<file path="src/core/cpie_pkg.sv">
// Constants for the core and peripheral interrupt enable block
//------------------------------------------------------------
// Notes on behaviour
//------------------------------------------------------------
// Notes on behaviour
// RQ1 - Flags set on events regardless of enables
// RQ2 - Software clears stale flags before enabling source
// RQ3 - Global enable passes unmasked interrupts, else blocks
// RQ4 - Peripheral gate passes or blocks peripheral requests
// RQ5 - Peripheral irq needs own, gate, global enables
// RQ6 - Core bit 5 enables timer0 wrap interrupt
// RQ7 - Core bit 4 enables edge pin interrupt
// RQ8 - Core bit 3 enables masked pin change
// RQ9 - Timer0 wrap sets bit 2 until cleared
// RQ10 - Timer0 counter untouched by reset, load first
// RQ11 - Edge pin event sets bit 1 until cleared
// RQ12 - Any of six pins changing sets bit 0; the code sets it only for pins enabled in pin_change_mask
// RQ13 - Peripheral bit 6 enables conversion done interrupt
// RQ14 - Peripheral bit 5 enables capture compare interrupt
// RQ15 - Peripheral bit 3 enables comparator interrupt
// RQ16 - Peripheral bit 1 enables timer2 match interrupt
// RQ17 - Peripheral bit 0 enables timer1 wrap interrupt
// RQ18 - Reduced variant: bits 6,5,1 read zero
// RQ19 - Bits 7,4,2 read zero; all reset zero
// RQ20 - Peripheral flags mirror enable positions, software cleared
package cpie_pkg;
  // ----------------------------------------------------------
  // Register map
  // ----------------------------------------------------------
  localparam int         ADDR_W              = 2;
  localparam logic [1:0] ADDR_CORE_CTL       = 2'h0;
  localparam logic [1:0] ADDR_PERIPH_EN      = 2'h1;
  localparam logic [1:0] ADDR_PERIPH_FLAGS   = 2'h2;
  localparam logic [1:0] ADDR_PIN_MASK       = 2'h3;
  localparam logic [7:0] RESET_VALUE         = 8'h00;
  // ----------------------------------------------------------
  // Core control bit positions
  // ----------------------------------------------------------
  localparam int BIT_GLOBAL_EN      = 7;
  localparam int BIT_PERIPH_GATE    = 6;
  localparam int BIT_T0_WRAP_EN     = 5;
  localparam int BIT_EDGE_EN        = 4;
  localparam int BIT_PIN_CHANGE_EN  = 3;
  localparam int BIT_T0_WRAP_FLAG   = 2;
  localparam int BIT_EDGE_FLAG      = 1;
  localparam int BIT_PIN_CHANGE_FLAG = 0;
  // ----------------------------------------------------------
  // Peripheral enable and flag bit positions
  // ----------------------------------------------------------
  localparam int BIT_CONV_DONE      = 6;
  localparam int BIT_CAPTURE_CMP    = 5;
  localparam int BIT_COMPARATOR     = 3;
  localparam int BIT_TIMER2_MATCH   = 1;
  localparam int BIT_TIMER1_WRAP    = 0;
  localparam logic [7:0] PERIPH_MASK_FULL    = 8'h6B;
  localparam logic [7:0] PERIPH_MASK_REDUCED = 8'h09;
  localparam int         GPIO_PINS           = 6;
endpackage : cpie_pkg

</file>
<file path="src/core/cpie_irq_ctrl.sv">
// Interrupt enables, flags and request to the processor core
//
// The register offsets and the strobed register port were decided locally.
`timescale 1ns/100ps
`default_nettype none
module cpie_irq_ctrl
  import cpie_pkg::*;
#(
  parameter int GPIO_W       = GPIO_PINS,
  parameter bit FULL_VARIANT = 1'b1
) (
  // Clock and reset
  input  wire logic              ref_clk,
  input  wire logic              reset_n,
  // Register port
  input  wire logic [ADDR_W-1:0] reg_addr,
  input  wire logic [7:0]        reg_wdata,
  input  wire logic              reg_wr,
  input  wire logic              reg_rd,
  output var  logic [7:0]        reg_rdata,
  // Event sources
  input  wire logic              timer0_wrap_evt,
  input  wire logic              edge_irq_pin,
  input  wire logic              edge_rising_sel,
  input  wire logic [GPIO_W-1:0] gpio_pins,
  input  wire logic              conv_done_evt,
  input  wire logic              capture_compare_evt,
  input  wire logic              comparator_evt,
  input  wire logic              timer2_match_evt,
  input  wire logic              timer1_wrap_evt,
  // Request to core
  output var  logic              irq_to_core
);

  // ----------------------------------------------------------
  // Parameter check
  // ----------------------------------------------------------
  if (GPIO_W < 1 || GPIO_W > 8) begin : g_bad_gpio
    $error("GPIO_W must be 1 to 8");
  end

  localparam logic [7:0] PERIPH_MASK =
    FULL_VARIANT ? PERIPH_MASK_FULL : PERIPH_MASK_REDUCED; // see RQ18

  // ----------------------------------------------------------
  // State
  // ----------------------------------------------------------
  typedef struct packed {
    logic [7:0]        core_irq_control;
    logic [7:0]        peripheral_irq_enable;
    logic [7:0]        peripheral_irq_flags;
    logic [7:0]        pin_change_mask;
    logic [GPIO_W-1:0] gpio_prev;
    logic              edge_prev;
    logic              primed;
    logic [7:0]        rdata;
    logic              irq;
  } cpie_state_t;

  cpie_state_t state;
  cpie_state_t next_state;

  logic [7:0]  periph_evt;
  logic        edge_hit;
  logic        pin_hit;
  logic        core_req;
  logic        periph_req;

  always_comb begin
    next_state = state;
    // Peripheral events at the flag positions
    periph_evt                   = 8'h00;
    periph_evt[BIT_CONV_DONE]    = conv_done_evt;
    periph_evt[BIT_CAPTURE_CMP]  = capture_compare_evt;
    periph_evt[BIT_COMPARATOR]   = comparator_evt;
    periph_evt[BIT_TIMER2_MATCH] = timer2_match_evt;
    periph_evt[BIT_TIMER1_WRAP]  = timer1_wrap_evt;
    // Edge and pin change detection, held off until first sample
    edge_hit = state.primed &&
      (edge_rising_sel ? (edge_irq_pin && !state.edge_prev)
                       : (!edge_irq_pin && state.edge_prev));
    pin_hit = state.primed &&
      (|((gpio_pins ^ state.gpio_prev) &
         state.pin_change_mask[GPIO_W-1:0])); // see RQ8
    next_state.gpio_prev = gpio_pins;
    next_state.edge_prev = edge_irq_pin;
    next_state.primed    = 1'b1;

    // --------------------------------------------------------
    // Register writes
    // --------------------------------------------------------
    if (reg_wr) begin
      unique case (reg_addr)
        ADDR_CORE_CTL:     next_state.core_irq_control = reg_wdata;
        ADDR_PERIPH_EN:    next_state.peripheral_irq_enable =
                             reg_wdata & PERIPH_MASK; // see RQ19
        ADDR_PERIPH_FLAGS: next_state.peripheral_irq_flags =
                             reg_wdata & PERIPH_MASK; // see RQ20
        ADDR_PIN_MASK:     next_state.pin_change_mask = reg_wdata;
      endcase
    end

    // --------------------------------------------------------
    // Flag setting, set wins over a clearing write
    // --------------------------------------------------------
    if (timer0_wrap_evt) begin
      next_state.core_irq_control[BIT_T0_WRAP_FLAG] = 1'b1; // see RQ9
    end
    if (edge_hit) begin
      next_state.core_irq_control[BIT_EDGE_FLAG] = 1'b1; // see RQ11
    end
    if (pin_hit) begin
      next_state.core_irq_control[BIT_PIN_CHANGE_FLAG] = 1'b1; // see RQ12
    end
    next_state.peripheral_irq_flags = next_state.peripheral_irq_flags |
      (periph_evt & PERIPH_MASK); // see RQ1

    // --------------------------------------------------------
    // Request gating
    // --------------------------------------------------------
    core_req =
      (state.core_irq_control[BIT_T0_WRAP_EN] &&
       state.core_irq_control[BIT_T0_WRAP_FLAG]) || // see RQ6
      (state.core_irq_control[BIT_EDGE_EN] &&
       state.core_irq_control[BIT_EDGE_FLAG]) || // see RQ7
      (state.core_irq_control[BIT_PIN_CHANGE_EN] &&
       state.core_irq_control[BIT_PIN_CHANGE_FLAG]); // see RQ8
    periph_req = state.core_irq_control[BIT_PERIPH_GATE] &&
      (|(state.peripheral_irq_enable &
         state.peripheral_irq_flags)); // see RQ4 see RQ5 see RQ13 see RQ14 see RQ15 see RQ16 see RQ17
    next_state.irq = state.core_irq_control[BIT_GLOBAL_EN] &&
      (core_req || periph_req); // see RQ3

    // --------------------------------------------------------
    // Register reads
    // --------------------------------------------------------
    next_state.rdata = RESET_VALUE;
    if (reg_rd) begin
      unique case (reg_addr)
        ADDR_CORE_CTL:     next_state.rdata = state.core_irq_control;
        ADDR_PERIPH_EN:    next_state.rdata = state.peripheral_irq_enable;
        ADDR_PERIPH_FLAGS: next_state.rdata = state.peripheral_irq_flags;
        ADDR_PIN_MASK:     next_state.rdata = state.pin_change_mask;
      endcase
    end
  end

  // ----------------------------------------------------------
  // Registers; timer0 counter lives outside and is not reset here
  // ----------------------------------------------------------
  always_ff @(posedge ref_clk or negedge reset_n) begin
    if (!reset_n) begin
      state <= '0; // see RQ19 see RQ10
    end else begin
      state <= next_state;
    end
  end

  assign reg_rdata   = state.rdata;
  assign irq_to_core = state.irq;

endmodule : cpie_irq_ctrl
`default_nettype wire

</file>
<file path="config.mk">
export PLATFORM = sky130hd
export DESIGN_NAME = cpie_irq_ctrl
export DESIGN_NICKNAME = d
export VERILOG_FILES = /design/src/core/cpie_pkg.sv /design/src/core/cpie_irq_ctrl.sv
export SDC_FILE = /design/constraint.sdc
export NUM_CORES = 1
export LEC_CHECK = 0
export BUFFER_PORTS_ARGS = -buffer_cell sky130_fd_sc_hd__buf_2
export CORE_MARGIN = 1.5
export CORE_UTILIZATION = 58
export DETAILED_ROUTE_END_ITERATION = 8
export MAX_ROUTING_LAYER = met4
export PLACE_DENSITY = 0.9
export SYNTH_ARGS = -nofsm -noshare
export SYNTH_HDL_FRONTEND = slang
export SYNTH_SLANG_ARGS = --single-unit
</file>
<file path="constraint.sdc">
create_clock -name ref_clk -period 3.13 [get_ports ref_clk]
set_input_delay 0.4695 -clock ref_clk [delete_from_list [all_inputs] [get_ports ref_clk]]
set_output_delay 0.4695 -clock ref_clk [all_outputs]
set_load 0.005 [all_outputs]
</file>
### Word-level counts from Yosys, hierarchy flattened

Cells that the tools add are included.

| storage, ports and cells | value |
|---|---|
| register bits | 46 |
| memories | 0 |
| latch bits | 0 |
| RAM bits | 0 |
| memory bits (read-only) | 0 |
| word-level logic and storage cells | 59 |
| output and inout bits | 9 |

| cells by class | value |
|---|---|
| equal/unequal tests | 3 |
| bitwise operators | 4 |
| shifts and indexed selects | 0 |
| reduce and logical (&&, ||, !) cells | 29 |
| add/subtract/negate cells | 0 |
| muxes and demuxes | 11 |
| $lt $le $gt $ge | 0 |
| div/mod/pow operators | 0 |
| $mul | 0 |

Operators with widths:

| cell | count |
|---|---|
| $pmux W8 S4 | 1 |
| $mux W27 | 1 |
| $mux W8 | 3 |
| $reduce_and A2 Y1 | 6 |
| $reduce_bool A2 Y1 | 6 |
| $logic_and A1 B1 Y1 | 9 |
| $and A7 B8 Y8 | 1 |
| $or A8 B7 Y8 | 1 |
| $reduce_or A8 Y1 | 1 |
| $mux W7 | 1 |
| $and A6 B6 Y6 | 1 |
| $reduce_or A6 Y1 | 1 |
| $xor A6 B6 Y6 | 1 |
| $eq A2 B2 Y1 const B | 2 |
| $mux W1 | 4 |
| $logic_or A1 B1 Y1 | 3 |
| $mux W3 | 1 |
| $eq A2 B1 Y1 const B | 1 |
| $logic_not A1 Y1 | 2 |
| $logic_not A2 Y1 | 1 |

### Depth between registers and ports, before layout

Gate-level depths: netlist of run 1.

| depth | value |
|---|---|
| depth in word-level cells | 6 |
| depth in mapped cells | 4 |

### Least setup slack after synthesis of run 1

Ideal clock, no wire load.

| timing path | value |
|---|---|
| path kind | input -> register |
| start point | input port reg_addr[0] |
| end point | register state[25] (netlist bit) |
| library setup time | 124 ps |
| arrival time | 1219 ps |
| stages on the path | 3 |
| setup slack | 1787 ps |
| buffers on the path | 1 |
| cells stage by stage | buf_6 > nand3b_2 > a211o_2 |

RTL lines:

| item | line | text |
|---|---|---|
| from (decl) | cpie_irq_ctrl.sv:16 | `input wire logic [ADDR_W-1:0] reg_addr,` |
| to (signal assigned) | cpie_irq_ctrl.sv:155 | `state <= next_state;` |
| to (decl) | cpie_irq_ctrl.sv:60 | `cpie_state_t state;` |

### Worst setup path in the final report of run 1

| timing path | value |
|---|---|
| start point | input port reg_addr[1] |
| end point | register state[41] (netlist bit) |

| on the way | value |
|---|---|
| word-level cells in the longest chain between the ends | 3 |

RTL lines:

| item | line | text |
|---|---|---|
| $logic_not A2 Y1 | cpie_irq_ctrl.sv:93 | `unique case (reg_addr)` |
| $reduce_bool A2 Y1 (no line) | -- |  |
| $reduce_and A2 Y1 (no line) | -- |  |

No other way between the ends.
A chain may end at the register's enable or synchronous reset.

==> results of run 1 <==
through the flow:
step            util  cells
5_1_grt        0.680    212
4_1_cts        0.680    212
2_1_floorplan      -    136
6_report       0.680    212
3_3_place_gp   0.665    206
3_5_place_dp   0.665    206
cell usage after synthesis, drive strengths merged (2+ instances only):
master / n / area, µm²
xor2: 6 / 52.6
mux2: 18 / 203
buf: 10 / 78.8
dfrtp: 43 / 1080
a211o: 6 / 60.1
a21boi: 4 / 30.0
and2: 5 / 31.3
nand3: 5 / 30.0
nand3b: 2 / 18.8
nor2: 6 / 22.5
nor2b: 2 / 12.5
a222oi: 2 / 20.0
inv: 5 / 18.8
mux4: 5 / 120
a22oi: 4 / 30.0
nand2: 6 / 22.5
nor3b: 2 / 26.3
metal layers:
layer	global-route usage	part of all wire
met5	-	0
met4	0.0889	0.013
met3	0.0758	0.069
met2	0.342	0.51
met1	0.269	0.41
power by group through the flow:
stage / clock network (mW) / registers [mW] / logic, mW
after floorplan: 0 / 0.667 / 0.132
after global placement: 0 / 0.683 / 0.172
after detailed placement: 0 / 0.688 / 0.182
after CTS: 0.248 / 0.677 / 0.183
after global routing: 0.272 / 0.684 / 0.198
final: 0.238 / 0.678 / 0.180
sequential cells by signal, indices dropped and copies added (netlist names):
register     flops
irq_to_core      1
reg_rdata        8
state           34
cells by family (layout without fill, tap and decap cells):
family | count (synthesis) | in the layout | synth area share
flip-flops | 43 | 43 | 0.569
AND/OR/NAND/NOR | 29 | 29 | 0.0913
multiplexers | 24 | 24 | 0.176
AO/OA/AOI/OAI | 18 | 18 | 0.0827
buffers and inverters | 15 | 47 | 0.0516
XOR/XNOR | 6 | 6 | 0.0278
other | 1 | 1 | 0.00198
worst max-delay path, stage by stage:
cell and delay [ps]:
buf_2 190, nor3b_4 490, nor2b_1 100, a221o_2 310
area by class of cell:
class	instances	area share
sequential	43	0.514
tap	44	0.0263
clock buffer	5	0.0179
multi-input combinational	78	0.343
inverter	5	0.00897
timing repair buffer	36	0.0861
clock inverter	1	0.00359
final timing paths:
kind                               from        end  slack (ps)  cells past startpoint
hold / removal                  reset_n  state[13]         240                      1
hold reg to reg                state[9]  state[41]         530                      1
min in group ref_clk       gpio_pins[3]  state[14]         250                      1
max in group asynchronous       reset_n  state[31]        2300                      1
setup / recovery            reg_addr[1]  state[41]        1810                      4
setup reg to reg              state[15]  state[41]        1830                      4
==> flow_summary.toml, run 1 <==
[timing]
hold_viol_final = 0
grt_setup_unrepaired = "false"
tns_ps = 0
fin_crit_sh = 0.422
final.min_clock_period_ps = 1320
worst_slack_ps = 1810
setup_viol = 0
whs_ps = 245
fmax_ghz = 0.758
fin_skew_ps = 14.1
maxSlewHeadroom = 0.389
drv_slew = 0
max_slew.worst_pin.slew_ps = 916

[pwr]
p_clk_frac = 0.217
seq_power_share = 0.619
ir_worst_vdd_v = 0.000399
power.density_nw_per_um2 = 523
fin_total_pwr_mw = 1.10
cellLeakagePower_nw = 0.954
p_sw_frac = 0.261
p_sw_mw = 0.285
comb_power_share = 0.164
p_int_mw = 0.810

[detailed_routing]
vias_per_cell = 5.63
drc_errors = 0
drt_first_pass_iters = 4
vias = 1194
drt_iter0_drc = 40
wirelength_um = 3410
wl_per_cell_um = 16.1
drtAntennaViolNets = 0

[floorplan]
ios = 37
start_util = 0.615
core-area_um2 = 3080
dieWidth_um = 60.1
rows = 20
die_area_um2 = 3610
fp.dieH_um = 60.1

[clock_tree]
post-cts-setup-buffers = 0
cts_max_path_buffers = 2
clk_latency_ps = 350
cts_made_buffers = 5
numClockSinks = 43
htreeDepth = 2
cts_tree = "yes"
cts_resized = 0
clkTransAtPathRegs_ps = 120
cts_root_buffer = "clkbuf_4"
hold_buffers = 0

[global_route]
grt_usage = 0.222
grt_overflow = 0
grt_pass1_wl_um = 5450
antenna_found_initial = 0
grt_max_degree = 44
grt_pass1_vias = 1155

[layout]
mostFrequentLayoutCells = "dfrtp_1 (43), buf_2 (36), mux2_2 (18)"
regArea_um2 = 1080
fill_cells = 223
layout.nets = 197
num_antenna_cells = 0
syn2layout_area_growth_pct = 10.6
design_area_um2 = 2090
drive_gt1_frac = 0.435
final_common_cell = "dfrtp_1"
multi_input_area_um2 = 718

[run_status]
status = "completed"

[placed_design]
gp_congestion = 0.826
dp_slack_ps = 1440
port_buffers = 36
dpl.hpwl_um = 2560
place_area_um2 = 2050

[synth]
netlist_area_um2 = 1890
ys_seq_area_frac = 0.569
async_flop_share = 1.00
synth_edf_count = 0
ys.flop_type = "dfrtp_1"
synth_fp_nets = 164
syn_inst = 136
ys_types = 27
syn_avg_cell_area_um2 = 13.9
synth_warnings = 0
ys_ff_latch = 43

[run]
drv_cap = 0

[setup_path]
cp-end-kind = "register"
crit_type = "primary input to register"
cp-start-kind = "primary input"
worstPathMaxFanout = 13
crit_arrival_ps = 1570
worst-endpoint-required_ps = 3380

[min_path]
worst_hold_path_type = "primary input to asynchronous set/reset pin"
Note: power is estimated with default switching activity, not from simulation.
==> inputs of run 2 (changes only) <==
CORE_UTILIZATION = 54   (was 58)
PLACE_DENSITY = 0.85   (was 0.9)
clock period = 1.3 ns   (was 3.13 ns; I/O delays follow)
==> flow_summary.toml, run 2 (synthesis gave the netlist of run 1 again) <==
[floorplan]
fp.dieH_um = 62.2
dieWidth_um = 62.2
start_util = 0.567
ios = 37
rows = 21
die_area_um2 = 3870
core-area_um2 = 3340

[detailed_routing]
drtAntennaViolNets = 0
highest_layer = "met4"
drt_iter0_drc = 52
wl_met1_um = 1450
wl_per_cell_um = 15.6
drt_first_pass_iters = 4
wirelength_um = 3580
drc_errors = 0
vias_per_cell = 5.51
wl_met2_um = 1860
vias = 1262
dr_wl_met3_um = 212

[timing]
setup_viol = 1
fin_crit_sh = 1.01
fin_skew_ps = 11.1
fmax_ghz = 0.762
tns_ps = -12.0
grt_setup_unrepaired = "true"
worst_slack_ps = -12.0
drv_slew = 0
final.min_clock_period_ps = 1310
whs_ps = 12.8
hold_viol_final = 0

[placed_design]
dpl.hpwl_um = 2600
dp_slack_ps = -15.8
port_buffers = 36
gp_congestion = 0.880
place_area_um2 = 2110

[clock_tree]
cts_resized = 0
cts_max_path_buffers = 2
htreeDepth = 2
numClockSinks = 43
clk_latency_ps = 360
cts_root_buffer = "clkbuf_4"
post-cts-setup-buffers = 0
clkTransAtPathRegs_ps = 130
cts_tree = "yes"
cts_made_buffers = 5

[min_path]
worst_hold_path_type = "primary input to register"
min_to = "state[43]"
hold_start = "timer0_wrap_evt"
min_path_cells = 2

[setup_path]
cp_cell_sequence = "xor2_1 -> a22oi_1 -> nand3_1 -> a221o_2"
crit_arrival_ps = 1570
crit_type = "register to register"
max_stage_delay_ps = 400
reg2reg_to = "state[41]"
cp-end-kind = "register"
worst-endpoint-required_ps = 1560
reg2reg_setup_slack_ps = -10
worstPathMaxFanout = 1
crit_buf_inv = 0
cp_slowest_cell = "dfrtp_1"
regToRegStartpoint = "state[14]"
critical-path-top-delay-family = "compound AO/OA/AOI/OAI gates"
ff2ff_path_depth = 4
cp-start-kind = "register"

[pwr]
power.density_nw_per_um2 = 1300
ir_worst_vdd_v = 0.000803
cellLeakagePower_nw = 1.04
fin_total_pwr_mw = 2.97

[global_route]
grt_overflow = 0
antenna_found_initial = 0
grt_usage = 0.221
grt_pass1_vias = 1337
grt_max_degree = 44
grt_pass1_wl_um = 6270

[layout]
top_register = "state"
drive_gt1_frac = 0.437
syn2layout_area_growth_pct = 20.5
num_antenna_cells = 0
mostFrequentLayoutCells = "dfrtp_1 (43), buf_2 (36), mux2_2 (18), dlygate4sd3_1 (8)"
design_area_um2 = 2280
final_common_cell = "dfrtp_1"
layout.nets = 210
largest_reg_flops = 34
fill_cells = 241

[run]
drv_cap = 0

[run_status]
violations = "negative setup slack"
status = "finished with violations"
==> run 2: cell types whose count changed in the layout (fill, tap and decap cells not counted) <==
cell,before,now
dlygate4sd3_1,0,8
clkinv_2,0,1
clkbuf_8,0,1
bufinv_16,0,1
clkinvlp_4,1,0
buf_12,0,2
buf_4,0,3
==> run 2: final cells by class <==
class / count / area, µm² / share of cell area
Clock buffer: 6 / 51.3 / 0.0225
Clock inverter: 2 / 35.0 / 0.0154
Inverter: 5 / 18.8 / 0.00823
Multi-Input combinational cell: 78 / 718 / 0.315
Sequential cell: 43 / 1080 / 0.472
Tap cell: 46 / 57.6 / 0.0252
Timing Repair Buffer: 49 / 323 / 0.142
==> run 2: where the power goes <==
| group | internal, mW | switching [mW] |
|---|---|---|
| registers | 1.51 | 0.122 |
| clock network | 0.454 | 0.415 |
| logic | 0.285 | 0.187 |
==> run 2: worst reg2reg max path: stages (launching register included) <==
cell     delay, ps
dfrtp_1        400
xor2_1         170
a22oi_1        190
nand3_1        110
a221o_2        350
==> run 2: repair_timing <==
item | 4_1_cts | 5_1_grt
hold buffers | 8 | 0
pin swaps | 1 | 3
endpoints found under the setup margin | 1 | 1
endpoints found under the hold margin | 50 | 0
==> run 2: through the flow <==
stage	util	instances
finish	0.683	229
global route	0.683	229
CTS	0.683	229
detailed placement	0.633	213
global placement	0.633	213
floorplan	-	136
==> run 2: metal layers <==
layer  vias up  GRT usage
li1        582          -
met1       625      0.256
met2        49      0.351
met3         6     0.0598
met4         0      0.128
met5         -          -
==> run 2: worst max path at each step <==
| stage | from | end | slack, ps | depth (start not counted) |
|---|---|---|---|---|
| final | state[14] | state[41] | -10 | 4 |
| after global routing | state[16] | state[41] | -50 | 4 |
| after CTS | state[14] | state[41] | 5 | 4 |
| after detailed placement | reg_addr[0] | reg_rdata[0] | -20 | 3 |
| after global placement | reg_addr[0] | reg_rdata[1] | 20 | 3 |
| after floorplan | state[16] | state[41] | 100 | 4 |
